$ cat config.mk
export PLATFORM = sky130hd
export DESIGN_NAME = dmaef_top
export DESIGN_NICKNAME = d
export VERILOG_FILES = /design/src/dmaef_pkg.sv /design/src/dmaef_top.sv /design/src/dmaef_flag_bit.sv /design/src/dmaef_axil_slave.sv
export SDC_FILE = /design/constraint.sdc
export NUM_CORES = 1
export LEC_CHECK = 0
export BUFFER_PORTS_ARGS = -buffer_cell sky130_fd_sc_hd__clkbuf_2
export CORE_MARGIN = 5
export CORE_UTILIZATION = 45
export DETAILED_ROUTE_END_ITERATION = 8
export PLACE_DENSITY_LB_ADDON = 0.05
export SYNTH_ARGS = -nofsm -noshare
export SYNTH_HDL_FRONTEND = slang
export SYNTH_SLANG_ARGS = --single-unit
$ cat constraint.sdc
create_clock -name clock -period 1.89 [get_ports clock]
set_input_delay 0.2835 -clock clock [delete_from_list [all_inputs] [get_ports clock]]
set_output_delay 0.2835 -clock clock [all_outputs]
set_load 0.02 [all_outputs]
$ cat src/dmaef_pkg.sv
/*
 * dmaef_pkg: register map, field positions, reset values and the write
 * state type of the channel 6/7 event flag block.
 * Assumes a 32-bit AXI4-Lite register bus and one 125 MHz clock.
 */
package dmaef_pkg;

	localparam int          DATA_W          = 32;
	localparam int          FLAG_NUM        = 5;

	// byte offsets of the registers
	localparam logic [3:0]  OFS_STATUS      = 4'h0;
	localparam logic [3:0]  OFS_FLAG_CLEAR  = 4'h4;
	localparam logic [3:0]  OFS_IRQ_STATUS  = 4'h8;
	localparam logic [3:0]  OFS_IRQ_MASK    = 4'hC;

	// flag positions in the status and flag-clear registers
	localparam int          POS_CH6_HALF    = 26;
	localparam int          POS_CH6_ERR     = 27;
	localparam int          POS_CH7_ANY     = 28;
	localparam int          POS_CH7_DONE    = 29;
	localparam int          POS_CH7_HALF    = 30;
	localparam int          POS_FLAG_LSB    = POS_CH6_HALF;

	// flag vector index, same order as the status bits
	localparam int          IDX_CH6_HALF    = 0;
	localparam int          IDX_CH6_ERR     = 1;
	localparam int          IDX_CH7_ANY     = 2;
	localparam int          IDX_CH7_DONE    = 3;
	localparam int          IDX_CH7_HALF    = 4;

	localparam logic [4:0]  RST_FLAGS       = 5'h00;
	localparam logic [4:0]  RST_IRQ_STATUS  = 5'h00;
	localparam logic [4:0]  RST_IRQ_MASK    = 5'h00;
	localparam logic [31:0] RST_RDATA       = 32'h00000000;

	localparam logic [1:0]  RESP_OKAY       = 2'h0;
	localparam logic [1:0]  RESP_SLVERR     = 2'h2;

	// write sequence, one bit changes per step except RESP back to IDLE
	typedef enum logic [1:0] {
		WR_IDLE = 2'h0,
		WR_EXEC = 2'h1,
		WR_RESP = 2'h3
	} dmaef_wr_state_type;

endpackage : dmaef_pkg

$ cat src/dmaef_top.sv
/*
 * dmaef_top: channel 6 and 7 event flags of a DMA controller, with a
 * flag-clear register, a read-clear interrupt status and a mask.
 * Assumes event inputs are one-cycle strobes synchronous to clock,
 * and an AXI4-Lite master on the register bus.
 */
`timescale 1ns/1ns
module dmaef_top #(
	parameter int ADDR_W = 4
) (
	input  wire logic              clock,
	input  wire logic              rst_n,
	input  wire logic [ADDR_W-1:0] awaddr,
	input  wire logic              awvalid,
	output logic                   awready,
	input  wire logic [31:0]       wdata,
	input  wire logic [3:0]        wstrb,
	input  wire logic              wvalid,
	output logic                   wready,
	output logic [1:0]             bresp,
	output logic                   bvalid,
	input  wire logic              bready,
	input  wire logic [ADDR_W-1:0] araddr,
	input  wire logic              arvalid,
	output logic                   arready,
	output logic [31:0]            rdata,
	output logic [1:0]             rresp,
	output logic                   rvalid,
	input  wire logic              rready,
	input  wire logic              ch6_half_evt,
	input  wire logic              ch6_err_evt,
	input  wire logic              ch7_done_evt,
	input  wire logic              ch7_half_evt,
	input  wire logic              ch7_err_evt,
	output logic                   ch6_half_xfer_flag,
	output logic                   ch6_xfer_error_flag,
	output logic                   ch7_any_event_flag,
	output logic                   ch7_xfer_done_flag,
	output logic                   ch7_half_xfer_flag,
	output logic                   irq
);
	import dmaef_pkg::*;

	logic                  wr_en;
	logic [ADDR_W-1:0]     wr_addr;
	logic [31:0]           wr_data;
	logic [3:0]            wr_strb;
	logic [31:0]           wr_lanes;
	logic                  wr_err;
	logic                  rd_en;
	logic [ADDR_W-1:0]     rd_addr;
	logic [31:0]           rd_data;
	logic                  rd_err;
	logic [FLAG_NUM-1:0]   flag_set;
	logic [FLAG_NUM-1:0]   flag_clr;
	logic [FLAG_NUM-1:0]   flags;
	logic [FLAG_NUM-1:0]   irq_clr;
	logic [FLAG_NUM-1:0]   irq_sts;
	logic [FLAG_NUM-1:0]   irq_mask_r;
	logic [FLAG_NUM-1:0]   irq_mask_nxt;
	logic                  irq_r;
	logic                  irq_nxt;
	logic                  ch7_evt;

	initial begin
		if (ADDR_W < 4 || ADDR_W > 32)
			$error("dmaef_top: ADDR_W must be 4 to 32");
	end

	// bit mask of the byte lanes enabled by a strobe
	function automatic logic [31:0] lane_mask(input logic [3:0] strb);
		logic [31:0] m;
		m = 32'h00000000;
		for (int i = 0; i < 4; i++)
			if (strb[i])
				m[i*8 +: 8] = 8'hFF;
		return m;
	endfunction : lane_mask

	// word offset within the block
	function automatic logic [3:0] reg_ofs(input logic [ADDR_W-1:0] a);
		return {a[3:2], 2'h0};
	endfunction : reg_ofs

	dmaef_axil_slave #(
		.ADDR_W (ADDR_W)
	) u_bus (
		.clock   (clock),
		.rst_n   (rst_n),
		.awaddr  (awaddr),
		.awvalid (awvalid),
		.awready (awready),
		.wdata   (wdata),
		.wstrb   (wstrb),
		.wvalid  (wvalid),
		.wready  (wready),
		.bresp   (bresp),
		.bvalid  (bvalid),
		.bready  (bready),
		.araddr  (araddr),
		.arvalid (arvalid),
		.arready (arready),
		.rdata   (rdata),
		.rresp   (rresp),
		.rvalid  (rvalid),
		.rready  (rready),
		.wr_en   (wr_en),
		.wr_addr (wr_addr),
		.wr_data (wr_data),
		.wr_strb (wr_strb),
		.wr_err  (wr_err),
		.rd_en   (rd_en),
		.rd_addr (rd_addr),
		.rd_data (rd_data),
		.rd_err  (rd_err)
	);

	// event to flag mapping
	always_comb begin
		ch7_evt                = ch7_done_evt | ch7_half_evt | ch7_err_evt;
		flag_set               = '0;
		flag_set[IDX_CH6_HALF] = ch6_half_evt;
		flag_set[IDX_CH6_ERR]  = ch6_err_evt;
		flag_set[IDX_CH7_ANY]  = ch7_evt;
		flag_set[IDX_CH7_DONE] = ch7_done_evt;
		flag_set[IDX_CH7_HALF] = ch7_half_evt;
	end

	assign wr_lanes = lane_mask(wr_strb);

	// only ones in enabled lanes of a flag-clear write clear a flag
	always_comb begin
		flag_clr = '0;
		if (wr_en && !wr_err && reg_ofs(wr_addr) == OFS_FLAG_CLEAR)
			flag_clr = wr_data[POS_FLAG_LSB +: FLAG_NUM] & wr_lanes[POS_FLAG_LSB +: FLAG_NUM];
	end

	dmaef_flag_bit #(
		.WIDTH (FLAG_NUM)
	) u_flags (
		.clock (clock),
		.rst_n (rst_n),
		.set   (flag_set),
		.clr   (flag_clr),
		.flag  (flags)
	);

	assign ch6_half_xfer_flag  = flags[IDX_CH6_HALF];
	assign ch6_xfer_error_flag = flags[IDX_CH6_ERR];
	assign ch7_any_event_flag  = flags[IDX_CH7_ANY];
	assign ch7_xfer_done_flag  = flags[IDX_CH7_DONE];
	assign ch7_half_xfer_flag  = flags[IDX_CH7_HALF];

	// interrupt status cleared by reading it
	assign irq_clr = (rd_en && !rd_err && reg_ofs(rd_addr) == OFS_IRQ_STATUS) ? {FLAG_NUM{1'b1}} : '0;

	dmaef_flag_bit #(
		.WIDTH (FLAG_NUM)
	) u_irq_sts (
		.clock (clock),
		.rst_n (rst_n),
		.set   (flag_set),
		.clr   (irq_clr),
		.flag  (irq_sts)
	);

	always_comb begin
		irq_mask_nxt = irq_mask_r;
		if (wr_en && !wr_err && reg_ofs(wr_addr) == OFS_IRQ_MASK)
			irq_mask_nxt = (wr_data[FLAG_NUM-1:0] & wr_lanes[FLAG_NUM-1:0])
				| (irq_mask_r & ~wr_lanes[FLAG_NUM-1:0]);
		irq_nxt = |(irq_sts & irq_mask_r);
	end

	always_ff @(posedge clock or negedge rst_n) begin
		if (!rst_n) begin
			irq_mask_r <= RST_IRQ_MASK;
			irq_r      <= 1'b0;
		end else begin
			irq_mask_r <= irq_mask_nxt;
			irq_r      <= irq_nxt;
		end
	end

	assign irq = irq_r;

	// read decode; status writes change nothing stored, flag-clear reads as zero
	always_comb begin
		rd_data = RST_RDATA;
		rd_err  = 1'b0;
		case (reg_ofs(rd_addr))
			OFS_STATUS:     rd_data[POS_FLAG_LSB +: FLAG_NUM] = flags;
			OFS_FLAG_CLEAR: rd_data = RST_RDATA;
			OFS_IRQ_STATUS: rd_data[FLAG_NUM-1:0] = irq_sts;
			OFS_IRQ_MASK:   rd_data[FLAG_NUM-1:0] = irq_mask_r;
			default:        rd_err = 1'b1;
		endcase
		if (rd_addr[ADDR_W-1:0] > ADDR_W'(OFS_IRQ_MASK) + ADDR_W'(3))
			rd_err = 1'b1;
		wr_err = wr_addr > ADDR_W'(OFS_IRQ_MASK) + ADDR_W'(3);
	end

	property p_ch6_err_set;
		@(posedge clock) disable iff (!rst_n)
		ch6_err_evt |=> ch6_xfer_error_flag && (rd_data[POS_CH6_ERR] == 1'b1 || reg_ofs(rd_addr) != OFS_STATUS);
	endproperty
	a_ch6_err_set: assert property (p_ch6_err_set) else $error("ch6 error flag not set");

	property p_ch7_any_hw_only;
		@(posedge clock) disable iff (!rst_n)
		$rose(ch7_any_event_flag) |-> $past(ch7_evt);
	endproperty
	a_ch7_any_hw_only: assert property (p_ch7_any_hw_only) else $error("ch7 global flag rose without event");

	property p_ch7_done_set;
		@(posedge clock) disable iff (!rst_n)
		ch7_done_evt |=> ch7_xfer_done_flag && ch7_any_event_flag;
	endproperty
	a_ch7_done_set: assert property (p_ch7_done_set) else $error("ch7 done flag not set");

	property p_ch7_half_set;
		@(posedge clock) disable iff (!rst_n)
		ch7_half_evt |=> ch7_half_xfer_flag && ch7_any_event_flag;
	endproperty
	a_ch7_half_set: assert property (p_ch7_half_set) else $error("ch7 half flag not set");

	property p_ch6_half_set;
		@(posedge clock) disable iff (!rst_n)
		ch6_half_evt |=> ch6_half_xfer_flag;
	endproperty
	a_ch6_half_set: assert property (p_ch6_half_set) else $error("ch6 half flag not set");

	property p_clear_by_one;
		@(posedge clock) disable iff (!rst_n)
		wr_en && reg_ofs(wr_addr) == OFS_FLAG_CLEAR && wr_data[POS_CH7_DONE] && wr_strb[3] && !ch7_done_evt
			|=> !ch7_xfer_done_flag;
	endproperty
	a_clear_by_one: assert property (p_clear_by_one) else $error("flag-clear write did not clear");

	property p_status_read_only;
		@(posedge clock) disable iff (!rst_n)
		wr_en && reg_ofs(wr_addr) == OFS_STATUS && ch6_half_xfer_flag |=> ch6_half_xfer_flag;
	endproperty
	a_status_read_only: assert property (p_status_read_only) else $error("status write changed a flag");

	property p_ch7_err_global;
		@(posedge clock) disable iff (!rst_n)
		ch7_err_evt && !ch7_done_evt && !ch7_half_evt |=> ch7_any_event_flag ##1 ch7_any_event_flag || $past(flag_clr[IDX_CH7_ANY]);
	endproperty
	a_ch7_err_global: assert property (p_ch7_err_global) else $error("ch7 error missing from global flag");

	property p_reset_zero;
		@(posedge clock)
		!rst_n |-> flags == RST_FLAGS;
	endproperty
	a_reset_zero: assert property (p_reset_zero) else $error("flags not zero in reset");

	property p_zero_keeps;
		@(posedge clock) disable iff (!rst_n)
		wr_en && reg_ofs(wr_addr) == OFS_FLAG_CLEAR && !wr_data[POS_CH7_HALF]
			&& ch7_half_xfer_flag |=> ch7_half_xfer_flag;
	endproperty
	a_zero_keeps: assert property (p_zero_keeps) else $error("zero in flag-clear changed a flag");

	property p_write_resp;
		@(posedge clock) disable iff (!rst_n)
		awvalid && awready && wvalid && wready |-> ##2 bvalid;
	endproperty
	a_write_resp: assert property (p_write_resp) else $error("write response late");

	property p_set_wins;
		@(posedge clock) disable iff (!rst_n)
		flag_set[IDX_CH6_ERR] && flag_clr[IDX_CH6_ERR] |=> ch6_xfer_error_flag;
	endproperty
	a_set_wins: assert property (p_set_wins) else $error("clear beat a same-cycle set");

	property p_bad_write_inert;
		@(posedge clock) disable iff (!rst_n)
		wr_en && wr_err && flag_set == '0 |=> flags == $past(flags) && irq_mask_r == $past(irq_mask_r);
	endproperty
	a_bad_write_inert: assert property (p_bad_write_inert) else $error("unmapped write changed state");

	property p_irq_level;
		@(posedge clock) disable iff (!rst_n)
		(irq_sts & irq_mask_r) != '0 |=> irq;
	endproperty
	a_irq_level: assert property (p_irq_level) else $error("masked-in status without interrupt");

	property p_read_clears;
		@(posedge clock) disable iff (!rst_n)
		rd_en && reg_ofs(rd_addr) == OFS_IRQ_STATUS && !rd_err && flag_set == '0 |=> irq_sts == '0;
	endproperty
	a_read_clears: assert property (p_read_clears) else $error("status read did not clear");

	c_clear: cover property (@(posedge clock) disable iff (!rst_n) ch6_xfer_error_flag ##[1:20] !ch6_xfer_error_flag);
	c_irq: cover property (@(posedge clock) disable iff (!rst_n) $rose(irq));
	c_set_vs_clear: cover property (@(posedge clock) disable iff (!rst_n) (flag_set & flag_clr) != '0);
	c_read: cover property (@(posedge clock) disable iff (!rst_n) rvalid && rready && rdata != RST_RDATA);

endmodule : dmaef_top

$ cat src/dmaef_flag_bit.sv
/*
 * dmaef_flag_bit: a vector of sticky flags, set by hardware, cleared by
 * a per-bit clear strobe.
 * Assumes set and clear are synchronous one-cycle strobes.
 */
`timescale 1ns/1ns
module dmaef_flag_bit #(
	parameter int WIDTH = 5
) (
	input  wire logic             clock,
	input  wire logic             rst_n,
	input  wire logic [WIDTH-1:0] set,
	input  wire logic [WIDTH-1:0] clr,
	output logic      [WIDTH-1:0] flag
);
	import dmaef_pkg::*;

	logic [WIDTH-1:0] flag_r;
	logic [WIDTH-1:0] flag_nxt;

	initial begin
		if (WIDTH < 1)
			$error("dmaef_flag_bit: WIDTH must be at least 1");
	end

	// a set in the clearing cycle wins
	always_comb begin
		flag_nxt = set | (flag_r & ~clr);
	end

	always_ff @(posedge clock or negedge rst_n) begin
		if (!rst_n)
			flag_r <= '0;
		else
			flag_r <= flag_nxt;
	end

	assign flag = flag_r;

endmodule : dmaef_flag_bit

$ cat src/dmaef_axil_slave.sv
/*
 * dmaef_axil_slave: AXI4-Lite slave front end, turning bus transfers
 * into one-cycle register write and read strobes.
 * Assumes the register file decodes rd_data/rd_err and wr_err combinationally.
 */
`timescale 1ns/1ns
module dmaef_axil_slave #(
	parameter int ADDR_W = 4
) (
	input  wire logic              clock,
	input  wire logic              rst_n,
	input  wire logic [ADDR_W-1:0] awaddr,
	input  wire logic              awvalid,
	output logic                   awready,
	input  wire logic [31:0]       wdata,
	input  wire logic [3:0]        wstrb,
	input  wire logic              wvalid,
	output logic                   wready,
	output logic [1:0]             bresp,
	output logic                   bvalid,
	input  wire logic              bready,
	input  wire logic [ADDR_W-1:0] araddr,
	input  wire logic              arvalid,
	output logic                   arready,
	output logic [31:0]            rdata,
	output logic [1:0]             rresp,
	output logic                   rvalid,
	input  wire logic              rready,
	output logic                   wr_en,
	output logic [ADDR_W-1:0]      wr_addr,
	output logic [31:0]            wr_data,
	output logic [3:0]             wr_strb,
	input  wire logic              wr_err,
	output logic                   rd_en,
	output logic [ADDR_W-1:0]      rd_addr,
	input  wire logic [31:0]       rd_data,
	input  wire logic              rd_err
);
	import dmaef_pkg::*;

	dmaef_wr_state_type wst_r, wst_nxt;
	logic              aw_got_r, aw_got_nxt, w_got_r, w_got_nxt;
	logic [ADDR_W-1:0] awaddr_r, awaddr_nxt;
	logic [31:0]       wdata_r, wdata_nxt, rdata_r, rdata_nxt;
	logic [3:0]        wstrb_r, wstrb_nxt;
	logic [1:0]        bresp_r, bresp_nxt, rresp_r, rresp_nxt;
	logic              rvalid_r, rvalid_nxt;

	initial begin
		if (ADDR_W < 4)
			$error("dmaef_axil_slave: ADDR_W must be at least 4");
	end

	assign awready = (wst_r == WR_IDLE) && !aw_got_r;
	assign wready  = (wst_r == WR_IDLE) && !w_got_r;
	assign bvalid  = (wst_r == WR_RESP);
	assign bresp   = bresp_r;
	assign wr_en   = (wst_r == WR_EXEC);
	assign wr_addr = awaddr_r;
	assign wr_data = wdata_r;
	assign wr_strb = wstrb_r;
	assign arready = !rvalid_r;
	assign rd_en   = arvalid && !rvalid_r;
	assign rd_addr = araddr;
	assign rvalid  = rvalid_r;
	assign rdata   = rdata_r;
	assign rresp   = rresp_r;

	// address and data taken in either order
	always_comb begin
		wst_nxt    = wst_r;
		aw_got_nxt = aw_got_r | (awvalid & awready);
		w_got_nxt  = w_got_r | (wvalid & wready);
		awaddr_nxt = (awvalid && awready) ? awaddr : awaddr_r;
		wdata_nxt  = (wvalid && wready) ? wdata : wdata_r;
		wstrb_nxt  = (wvalid && wready) ? wstrb : wstrb_r;
		bresp_nxt  = bresp_r;
		case (wst_r)
			WR_IDLE: begin
				if (aw_got_nxt && w_got_nxt)
					wst_nxt = WR_EXEC;
			end
			WR_EXEC: begin
				bresp_nxt  = wr_err ? RESP_SLVERR : RESP_OKAY;
				aw_got_nxt = 1'b0;
				w_got_nxt  = 1'b0;
				wst_nxt    = WR_RESP;
			end
			WR_RESP: begin
				if (bready)
					wst_nxt = WR_IDLE;
			end
			default: begin
				wst_nxt = WR_IDLE;
			end
		endcase
	end

	always_comb begin
		rvalid_nxt = rvalid_r;
		rdata_nxt  = rdata_r;
		rresp_nxt  = rresp_r;
		if (rd_en) begin
			rvalid_nxt = 1'b1;
			rdata_nxt  = rd_err ? RST_RDATA : rd_data;
			rresp_nxt  = rd_err ? RESP_SLVERR : RESP_OKAY;
		end else if (rvalid_r && rready) begin
			rvalid_nxt = 1'b0;
		end
	end

	always_ff @(posedge clock or negedge rst_n) begin
		if (!rst_n) begin
			wst_r    <= WR_IDLE;
			aw_got_r <= 1'b0;
			w_got_r  <= 1'b0;
			awaddr_r <= '0;
			wdata_r  <= RST_RDATA;
			wstrb_r  <= 4'h0;
			bresp_r  <= RESP_OKAY;
			rvalid_r <= 1'b0;
			rdata_r  <= RST_RDATA;
			rresp_r  <= RESP_OKAY;
		end else begin
			wst_r    <= wst_nxt;
			aw_got_r <= aw_got_nxt;
			w_got_r  <= w_got_nxt;
			awaddr_r <= awaddr_nxt;
			wdata_r  <= wdata_nxt;
			wstrb_r  <= wstrb_nxt;
			bresp_r  <= bresp_nxt;
			rvalid_r <= rvalid_nxt;
			rdata_r  <= rdata_nxt;
			rresp_r  <= rresp_nxt;
		end
	end

endmodule : dmaef_axil_slave

==> key figures, run 1 <==
Pwr
  • Worst VDD drop: 0.0006964 V
  • Switching pwr: 1.001 mW
  • Static Leak: 1.178 nW
  • Cell area power density: 1325 nW/um2
  • Clock power frac: 17.6%
  • Combinational Power Share: 32.6%
  • Internal Power: 2.057 mW
  • Part of the power in registers: 49.8%
  • Net Sw Frac: 32.74%
  • Post-layout power: 3.058 mW

Flow run
  • Max cap viols: 0

Synth
  • Synthesized cell area: 2046 um2
  • Yosys cell types: 31
  • Flops & latches, synth: 45
  • Post-Syn Area per Cell: 12.25 um2
  • Synth Warn #: 0
  • Sequential fraction of the synthesis area: 55.05%
  • Mapped Cells: 167

Critical path
  • Reg2reg start: u_bus.wst_r[0]$_DFFE_PN0P_
  • Startpoint Class: flop
  • Crit Path Max Fanout: 6
  • Worst r2r path cells: 3
  • R2R Path End: u_bus.wr_data[30]$_DFFE_PN0P_
  • R2R Setup Slk: 0.44 ns
  • Worst endpoint required time: 1.61 ns
  • Setup CP Type: reg2out
  • Crit. End Element: primary output
  • CP Launch Point: u_bus.wst_r[1]$_DFFE_PN0P_
  • CP Data Arrival Time: 1.24 ns

Clocking
  • Post-CTS setup buffers: 0
  • Htree depth: 2
  • Clk sinks: 45
  • Clk_lat worst skew: 0.29 ns
  • TritonCTS clock tree: yes
  • Post_cts resized: 0
  • Hold_buf cts: 0
  • CTS clock-pin slew for the worst setup and hold paths: 0.08 ns
  • Inserted Clock Buffers: 5
  • Root buf cell: clkbuf_8
  • Clock Path Buffers: 2

Floorplan
  • Core area: 4384 um2
  • Starting Density: 46.66%
  • Die boundary width: 77.43 um
  • Std-Cell Rows: 24
  • Die area: 5995 um2
  • Height of the die: 77.43 um
  • I/O Pins: 103

Final layout
  • Layout net count: 275
  • Filler Cells Inserted: 377
  • Finished Layout Cells: 270
  • Post-route cell area: 2308 um2
  • Area of the multi-input gates: 765.7 um2
  • Commonest non-fill, non-tap cell in the layout: clkbuf_2
  • Layout Utilization: 52.65%
  • Diode count: 0
  • Commonest non-fill, non-tap cells in the layout: clkbuf_2 (48), dfrtp_1 (45), conb_1 (26)
  • Register area: 1126 um2
  • Area growth syn-to-layout: 12.84%
  • Fraction of layout instances using a drive strength above 1: 36.24%

Drt
  • Total Wirelength: 3852 um
  • Routed len/inst: 14.27 um
  • DR DRC count: 0
  • Drt initial violations: 55
  • Vias per Instance: 4.856
  • Via count: 1,311
  • Router iterations before antenna repair: 4
  • Antenna Nets Post-Route: 0

Timing
  • Least-Margin Pin Slew: 0.5445 ns
  • Final worst slack: 0.3692 ns
  • Max-slew violations: 0
  • Setup_tns: 0 ns
  • Tcrit/Tclk final: 80.47%
  • Tmin final: 1.521 ns
  • Final Hold Viols: 0
  • WHS: 0.05952 ns
  • Slew HR: 63.70%
  • RSZ-0062 raised after global routing: false
  • Setup violations, final: 0
  • Clk_skew: 0.006045 ns
  • Highest clock rate: 657.5 MHz

GRT
  • Gr usage total: 13.03%
  • Vias in the first global route: 1,389
  • Congestion Overflow GR: 0
  • First-pass GRT wire length: 6299 um
  • Initial antenna violation count: 0
  • Largest net degree at the start of global routing: 46

Placement
  • GPL Wtd Cong: 0.7773
  • Port buffer count: 48
  • Setup slack after placement: 0.4297 ns
  • Post-place instance area: 2235 um2
  • Post-DP HPWL: 3037 um
  • Cells after DPL: 264

Run status
  • Outcome: finished, final reports clean

Hold path
  • Worst hold-check path type: in2async
power groups by stage:
stage	Combinational [mW]	Sequential [mW]	Clock [mW]
final	0.998	1.52	0.537
after detailed placement	1.01	1.55	0
after global routing	1.09	1.57	0.586
after floorplan	0.754	1.55	0
after CTS	1.01	1.53	0.555
after global placement	0.980	1.52	0
critical path, stage by stage (launching register included):
cell	delay [ns]
dfrtp_1	0.45
nor3_1	0.27
clkbuf_2	0.22
per-layer routing:
metal / part of all wire (%) / wire [um] / GRT usage, %
met5: 0 / 0 / 0
met4: 1.8 / 70 / 4.296
met3: 9.5 / 365 / 5.671
met2: 48 / 1858 / 22.05
met1: 40 / 1557 / 14.73
worst max path at each step:
stage          depth (start not counted)                             to  slack, ns
2_1_floorplan                          4   u_bus.wr_data[0]$_DFFE_PN0P_       0.29
3_3_place_gp                           3  u_bus.wr_data[30]$_DFFE_PN0P_       0.48
3_5_place_dp                           3  u_bus.wr_data[30]$_DFFE_PN0P_       0.43
4_1_cts                                2                        awready       0.36
5_1_grt                                2                        awready       0.28
6_report                               2                        awready       0.37
cell families (layout without fill, tap and decap cells):
logic type / Yosys count / in the layout / share of synthesized area (%)
and+or+nand+nor: 37 / 37 / 9.235
DFF: 45 / 45 / 55.05
AOI/OAI and AO/OA: 24 / 24 / 7.768
muxes: 24 / 24 / 15.66
buffers and inverters: 36 / 62 / 12.11
other: 1 / 26 / 0.1833
layout make-up:
cell class                      instances  area share, %
Multi-Input combinational cell        111          33.17
Sequential cell                        45          48.78
Tap cell                               52          2.818
Inverter                                6         0.9756
Clock buffer                            5          2.981
Timing Repair Buffer                   50          11.06
Clock inverter                          1         0.2168
Yosys cell counts (all sizes together):
cell	n	area, um2
a21o	1	7.510
nand2	18	67.56
nand4bb	1	11.26
a22o	5	43.79
conb	1	3.750
nand2b	1	6.260
nor2	6	22.52
o21ai	6	30.03
nand3	1	5.000
buf	28	217.7
a31oi	5	31.28
a21oi	3	15.01
o22ai	1	6.260
a222oi	1	10.01
a21boi	1	7.510
and2	2	15.02
and4b	1	10.01
mux2i	5	50.05
inv	6	22.52
nor3	4	25.02
a22oi	1	7.510
nor2b	1	8.760
mux2	19	270.3
and4	1	11.26
dfrtp	45	1126
clkbuf	2	7.510
nor4	1	6.260
state kept, by name (all words and copies together), names as in the netlist:
name,cells
u_bus.rdata,10
u_irq_sts.flag,5
u_bus.aw_got_r,1
u_bus.wr_strb,2
irq,1
u_bus.wr_addr,2
u_bus.wr_data,10
u_bus.w_got_r,1
irq_mask_r,5
u_bus.rvalid,1
u_flags.flag,5
u_bus.wst_r,2
Note: power is estimated with default switching activity, not from simulation.
==> run 2: changes to the inputs <==
ABC_AREA = 1   (was unset)
clock period = 1.55 ns   (was 1.89 ns; I/O delays follow)
==> run 2 against run 1 <==
Largest power group unchanged. First-iteration DRC count grew 5.5%. Setup slack lost 0.29 ns. Area after synthesis is the same. Clock power grew 92%. Via count grew 16%. Largest cell class unchanged.
==> key figures, run 2 <==
Hold path
  • Worst hold-check path type: in2reg (was in2async)
  • Hold Path End: u_bus.wst_r[1]$_DFFE_PN0P_
  • Worst hold start: bready
  • Worst hold stages: 2

Synth
  • Synth Warn #: 0 (unchanged)
  • Yosys cell types: 21 (was 31)
  • Post-Syn Area per Cell: 8.856 um2 (was 12.25 um2)
  • Largest area contributor in the netlist: dfrtp_1 (unchanged)
  • Primary FF master, synth: dfrtp_1 (unchanged)
  • Number of synthesized flops with an enable pin: 0 (unchanged)
  • Most frequent cells after synthesis: nand2_1 (64), dfrtp_1 (45), buf_4 (26) (was dfrtp_1 (45), buf_4 (26), nand2_1 (18))
  • Leading cell type by number of instances after synthesis: nand2_1 (was dfrtp_1)
  • Sequential fraction of the synthesis area: 55.05% (unchanged)
  • Async SR Flop Fraction: 100.0% (unchanged)
  • Synthesized cell area: 2046 um2 (unchanged)
  • Flops & latches, synth: 45 (unchanged)
  • Mapped Cells: 231 (was 167)
  • Synth area leaders: dfrtp_1 (55%), nand2_1 (12%), buf_4 (9.5%), o21ai_0 (5.1%), inv_1 (4.4%) (was dfrtp_1 (55%), mux2_4 (11%), buf_4 (9.5%), nand2_1 (3.3%), mux2i_1 (2.4%))
  • Synth top area share: 55.05% (unchanged)

Floorplan
  • Height of the die: 77.43 um (unchanged)
  • Std-Cell Rows: 24 (unchanged)
  • Die area: 5995 um2 (unchanged)
  • Core area: 4384 um2 (unchanged)
  • Starting Density: 46.66% (unchanged)
  • Die boundary width: 77.43 um (unchanged)
  • I/O Pins: 103 (unchanged)

Final layout
  • Fraction of layout instances using a drive strength above 1: 24.57% (was 36.24%)
  • Diode count: 0 (unchanged)
  • Area growth syn-to-layout: 19.14% (was 12.84%)
  • Finished Layout Cells: 341 (was 270)
  • Layout Utilization: 55.59% (was 52.65%)
  • Filler Cells Inserted: 441 (was 377)
  • Commonest non-fill, non-tap cells in the layout: nand2_1 (63), clkbuf_2 (46), dfrtp_1 (44) (was clkbuf_2 (48), dfrtp_1 (45), conb_1 (26))
  • Commonest non-fill, non-tap cell in the layout: nand2_1 (was clkbuf_2)
  • Layout net count: 344 (was 275)

Clocking
  • Root buf cell: clkbuf_8 (unchanged)
  • Htree depth: 2 (unchanged)
  • Clk_lat worst skew: 0.30 ns (was 0.29 ns)
  • Inserted Clock Buffers: 5 (unchanged)
  • Clk sinks: 45 (unchanged)
  • CTS clock-pin slew for the worst setup and hold paths: 0.09 ns (was 0.08 ns)
  • Clock Path Buffers: 2 (unchanged)
  • TritonCTS clock tree: yes (unchanged)

Timing
  • Tmin final: 1.468 ns
  • Tcrit/Tclk final: 94.70%
  • RSZ-0062 raised after global routing: false (unchanged)
  • Setup violations, final: 0 (unchanged)
  • Clk_skew: 0.01065 ns (was 0.006045 ns)
  • Highest clock rate: 681.2 MHz
  • Final Hold Viols: 0 (unchanged)
  • Setup_tns: 0 ns (unchanged)
  • Max-slew violations: 0 (unchanged)

Critical path
  • Crit. End Element: primary output (unchanged)
  • R2R Path End: u_flags.flag[2]$_DFF_PN0_ (was u_bus.wr_data[30]$_DFFE_PN0P_)
  • Worst r2r path cells: 5 (was 3)
  • CP Data Arrival Time: 1.24 ns (about the same)
  • Worst endpoint required time: 1.32 ns (was 1.61 ns)
  • R2R Setup Slk: 0.23 ns (was 0.44 ns)
  • Setup CP Type: reg2out (unchanged)
  • CP peak stage delay: 0.42 ns (was 0.45 ns)
  • Crit Path Max Fanout: 4 (was 6)
  • Reg2reg start: u_bus.wst_r[1]$_DFFE_PN0P_ (was u_bus.wst_r[0]$_DFFE_PN0P_)
  • CP Cell Sequence: inv_2 -> nand2_2 -> nor2_2 -> clkbuf_4 (was nor3_1 -> clkbuf_2)
  • Startpoint Class: flop (unchanged)
  • Slowest stage cell, crit path: dfrtp_1 (unchanged)

GRT
  • Gr usage total: 13.71% (was 13.03%)
  • Vias in the first global route: 1,399 (was 1,389)
  • First-pass GRT wire length: 6630 um (was 6299 um)
  • Congestion Overflow GR: 0 (unchanged)
  • Largest net degree at the start of global routing: 46 (unchanged)
  • Initial antenna violation count: 0 (unchanged)

Pwr
  • Part of the power in registers: 43.7% (was 49.8%)
  • Switching pwr: 1.377 mW (was 1.001 mW)
  • Worst VDD drop: 0.0007201 V (was 0.0006964 V)
  • Clock power frac: 25.7% (was 17.6%)
  • Net Sw Frac: 34.27% (was 32.74%)
  • Static Leak: 1.332 nW (was 1.178 nW)
  • Internal Power: 2.640 mW (was 2.057 mW)
  • Combinational Power Share: 30.6% (was 32.6%)
  • Cell area power density: 1648 nW/um2 (was 1325 nW/um2)
  • Post-layout power: 4.017 mW (was 3.058 mW)

Drt
  • Drt initial violations: 58 (was 55)
  • Routed len/inst: 11.80 um (was 14.27 um)
  • Vias per Instance: 4.455 (was 4.856)
  • Total Wirelength: 4023 um (was 3852 um)
  • Via count: 1,519 (was 1,311)
  • DR DRC count: 0 (unchanged)
  • Antenna Nets Post-Route: 0 (unchanged)
  • Router iterations before antenna repair: 4 (unchanged)

Run status
  • Outcome: finished, final reports clean (unchanged)

Placement
  • Cells after DPL: 329 (was 264)
  • Port buffer count: 48 (unchanged)
  • GPL Wtd Cong: 0.7659 (was 0.7773)
  • Post-DP HPWL: 3013 um (was 3037 um)

Flow run
  • Max cap viols: 0 (unchanged)
## run 2: cell types whose count changed in the layout (fill, tap and decap cells not counted), sizes merged, moves of 6 or more
cell / change
inv: +18
mux2: -19
nand2: +46
nand3: +17
nand4: +6
o21ai: +15
## run 2: repair_timing
action / CTS / global route
hold endpoints to repair: 45 / 0
gates resized for setup: 3 / 3
buffers inserted: 1 / 2
pin swaps: 1 / 1
setup endpoints to repair: 1 / 2
hold buffers: 1 / 0
## run 2: kinds of logic after synthesis
logic type,synth area share (%)
buf+inv,15.17
compound gates,7.584
other cells,0.1833
simple gates,22.02
flops,55.05
## run 2: routing by layer
metal	global-route usage [%]	share of wire (%)	wire (um)
met1	17.63	45	1796
met2	21.04	46	1868
met3	5.208	8.1	326
met4	5.155	0.77	31
met5	0	0	0
## run 2: power groups by stage
stage	sequential [mW]	combinational, mW	clock [mW]
5_1_grt	1.80	1.39	1.11
6_report	1.75	1.23	1.03
3_5_place_dp	1.78	1.15	0
2_1_floorplan	1.82	0.786	0
3_3_place_gp	1.77	1.13	0
4_1_cts	1.76	1.19	1.06
## run 2: cell type report
type / instances / area [um2] / share of cell area (%)
timing repair buffer: 55 / 312.8 / 12.83
multi-input combinational: 157 / 708.2 / 29.06
tap: 52 / 65.06 / 2.669
clock buffer: 5 / 68.82 / 2.823
clock inverter: 3 / 65.06 / 2.669
inverter: 24 / 90.09 / 3.696
sequential: 45 / 1127 / 46.25
## run 2: worst max path at each step
| stage | start | to | slack [ns] | depth (start not counted) |
|---|---|---|---|---|
| 5_1_grt | u_bus.wst_r[0]$_DFFE_PN0P_ | wready | 0.02 | 4 |
| 2_1_floorplan | u_bus.rvalid$_DFFE_PN0P_ | u_irq_sts.flag[2]$_DFF_PN0_ | 0.22 | 4 |
| 3_5_place_dp | u_bus.rvalid$_DFFE_PN0P_ | u_irq_sts.flag[1]$_DFF_PN0_ | 0.24 | 4 |
| 4_1_cts | u_bus.wst_r[0]$_DFFE_PN0P_ | wready | 0.003 | 4 |
| 6_report | u_bus.wst_r[0]$_DFFE_PN0P_ | wready | 0.08 | 4 |
| 3_3_place_gp | u_bus.rvalid$_DFFE_PN0P_ | u_irq_sts.flag[4]$_DFF_PN0_ | 0.24 | 4 |
## run 2: critical path: cells and delay by family, from the launching register on
kind,cells,cell delay (ns)
flops,1,0.42
buf+inv,2,0.29
simple gates,2,0.22
## run 2: per-stage QoR
| stage | worst slack (ns) | hold WS [ns] | instance area, um2 |
|---|---|---|---|
| 6_report | 0.08208 | 0.1040 | 2437 |
| 3_5_place_dp | 0.2362 | 0.2322 | 2260 |
| 3_3_place_gp | 0.2431 | 0.2354 | 2260 |
| 4_1_cts | 0.002862 | 0.09888 | 2419 |
| 5_1_grt | 0.01729 | 0.07912 | 2437 |
| 2_1_floorplan | 0.2154 | -0.06309 | 2140 |
==> run 3: changes to the inputs <==
PLACE_DENSITY = 0.79   (was unset)
PLACE_DENSITY_LB_ADDON = unset   (was 0.05)
SETUP_SLACK_MARGIN = 0.5   (was unset)
==> run 3 against run 2 <==
Power up 19%. Utilization up 15 points. Clock-buffer cell count up 2. Die area unchanged. Largest cell class unchanged.
==> key figures, run 3 (synthesis gave the netlist of run 2 again) <==
Timing
  • RSZ-0062 raised after global routing: true (was false)
  • Tmin final: 1.393 ns (was 1.468 ns)
  • Tcrit/Tclk final: 89.86% (was 94.70%)
  • Final Hold Viols: 0 (unchanged)
  • Setup_tns: 0 ns (unchanged)
  • Clk_skew: 0.008341 ns (was 0.01065 ns)
  • Highest clock rate: 718.0 MHz (was 681.2 MHz)
  • Setup violations, final: 0 (unchanged)
  • WHS: 0.1095 ns (was 0.1040 ns)
  • Max-slew violations: 0 (unchanged)

Drt
  • Router iterations before antenna repair: 4 (unchanged)
  • Total Wirelength: 5433 um (was 4023 um)
  • Antenna Nets Post-Route: 0 (unchanged)
  • DR DRC count: 0 (unchanged)
  • Routed len/inst: 14.76 um (was 11.80 um)
  • Vias per Instance: 4.804 (was 4.455)
  • Drt initial violations: 87 (was 58)
  • Via count: 1,768 (was 1,519)

Critical path
  • Worst endpoint required time: 1.74 ns (was 1.32 ns)
  • CP Cell Sequence: buf_4 -> buf_4 -> nor2_4 -> buf_6 -> nand3_4 -> nand2_1 -> nand2_1 (was inv_2 -> nand2_2 -> nor2_2 -> clkbuf_4)
  • Slowest stage cell, crit path: dfrtp_2 (was dfrtp_1)
  • CP peak stage delay: 0.43 ns (was 0.42 ns)
  • Setup CP Type: reg2reg (was reg2out)
  • Crit Path Max Fanout: 5 (was 4)
  • Crit. End Element: flop (was primary output)
  • CP Data Arrival Time: 1.58 ns (was 1.24 ns)
  • Startpoint Class: flop (unchanged)

GRT
  • Vias in the first global route: 1,698 (was 1,399)
  • Largest net degree at the start of global routing: 46 (unchanged)
  • First-pass GRT wire length: 8059 um (was 6630 um)
  • Gr usage total: 16.76% (was 13.71%)
  • Initial antenna violation count: 0 (unchanged)
  • Congestion Overflow GR: 0 (unchanged)

Final layout
  • Fraction of layout instances using a drive strength above 1: 44.62% (was 24.57%)
  • Filler Cells Inserted: 342 (was 441)
  • Commonest non-fill, non-tap cell in the layout: nand2_1 (unchanged)
  • Area of the multi-input gates: 1003 um2 (was 708.2 um2)
  • Register area: 1129 um2 (was 1127 um2)
  • Area growth syn-to-layout: 51.50% (was 19.14%)
  • Layout net count: 371 (was 344)
  • Layout Utilization: 70.69% (was 55.59%)
  • Diode count: 0 (unchanged)
  • Commonest non-fill, non-tap cells in the layout: nand2_1 (48), dfrtp_1 (43), clkbuf_2 (27) (was nand2_1 (63), clkbuf_2 (46), dfrtp_1 (44))

Floorplan
  • Die area: 5995 um2 (unchanged)
  • I/O Pins: 103 (unchanged)
  • Starting Density: 46.66% (unchanged)
  • Die boundary width: 77.43 um (unchanged)
  • Core area: 4384 um2 (unchanged)
  • Height of the die: 77.43 um (unchanged)
  • Std-Cell Rows: 24 (unchanged)

Pwr
  • Worst VDD drop: 0.001231 V (was 0.0007201 V)
  • Cell area power density: 1547 nW/um2 (was 1648 nW/um2)
  • Static Leak: 1.582 nW (was 1.332 nW)
  • Post-layout power: 4.795 mW (was 4.017 mW)

Clocking
  • Htree depth: 2 (unchanged)
  • Clk_lat worst skew: 0.30 ns (about the same)
  • CTS clock-pin slew for the worst setup and hold paths: 0.08 ns (was 0.09 ns)
  • Clock Path Buffers: 2 (unchanged)
  • Inserted Clock Buffers: 5 (unchanged)
  • Clk sinks: 45 (unchanged)
  • Root buf cell: clkbuf_8 (unchanged)
  • TritonCTS clock tree: yes (unchanged)

Hold path
  • Worst hold-check path type: in2reg (unchanged)

Flow run
  • Max cap viols: 0 (unchanged)

Run status
  • Outcome: finished, final reports clean (unchanged)

Placement
  • Port buffer count: 48 (unchanged)
  • GPL Wtd Cong: 0.7980 (was 0.7659)
  • Post-DP HPWL: 3037 um (was 3013 um)
[run 3: changes by cell type in the layout (fill, tap and decap cells not counted), moves of 5 or more]
| cell | previous run | this run |
|---|---|---|
| o21ai_0 | 21 | 7 |
| nand2_2 | 1 | 8 |
| clkbuf_8 | 5 | 17 |
| clkbuf_2 | 46 | 27 |
| buf_4 | 5 | 20 |
| nor2_1 | 7 | 2 |
| nand3_1 | 17 | 11 |
| nand3_4 | 0 | 5 |
| nand2_4 | 0 | 7 |
| buf_6 | 0 | 14 |
| o21ai_2 | 0 | 10 |
| nand2_1 | 63 | 48 |
[run 3: worst paths after layout]
check | from | to | slack [ns] | cells after the start
worst max-delay path | u_bus.wst_r[1]$_DFFE_PN0P_ | u_bus.wr_data[30]$_DFFE_PN0P_ | 0.16 | 7
worst min-delay path | bready | u_bus.wst_r[1]$_DFFE_PN0P_ | 0.11 | 2
worst max register to register | u_bus.wst_r[1]$_DFFE_PN0P_ | u_bus.wr_data[30]$_DFFE_PN0P_ | 0.16 | 7
worst min register to register | u_bus.wr_data[28]$_DFFE_PN0P_ | u_bus.wr_data[28]$_DFFE_PN0P_ | 0.48 | 2
max in group asynchronous | rst_n | u_bus.rvalid$_DFFE_PN0P_ | 0.88 | 3
min in group asynchronous | rst_n | u_bus.wr_data[1]$_DFFE_PN0P_ | 0.44 | 3
[run 3: per-stage QoR]
stage / setup WS, ns / std cells / cell area, um2
3_5_place_dp: 0.2195 / 327 / 2283
3_3_place_gp: 0.2686 / 327 / 2283
4_1_cts: 0.1630 / 360 / 2884
6_report: 0.1572 / 368 / 3099
2_1_floorplan: 0.3836 / 256 / 2178
5_1_grt: 0.08908 / 368 / 3099
[run 3: final cells by class]
type | count | share of cell area, %
sequential | 45 | 36.41
multi-input combinational | 161 | 32.38
timing repair buffer | 78 | 22.85
clock buffer | 7 | 3.109
inverter | 24 | 2.987
tap | 52 | 2.099
clock inverter | 1 | 0.1615
[run 3: routing by layer]
metal	vias up	GRT usage (%)	routed length, um
met5	-	0	0
met4	0	6.186	121
met3	10	5.324	355
met2	56	28.11	2959
met1	840	20.15	1996
li1	862	-	-
[run 3: power by group]
part           switching, mW  total, mW  leakage, nW  internal (mW)
Combinational           1.14       2.12         1.01          0.982
Clock                  0.400      0.803       0.0542          0.403
Sequential             0.341       1.87        0.522           1.53
Total                   1.88       4.79         1.58           2.92
[run 3: repair_timing]
item	CTS	global route
endpoints found under the hold margin	45	0
gates cloned	3	2
buffers inserted	21	6
gates resized for setup	72	55
pin swaps	8	6
hold buffers	1	0
setup endpoints to repair	57	60
[run 3: worst max-delay path: cells and delay by family, from the launching register on]
kind / cells / cell delay (ns)
buffers and inverters: 3 / 0.41
DFF: 1 / 0.43
and+or+nand+nor: 4 / 0.44
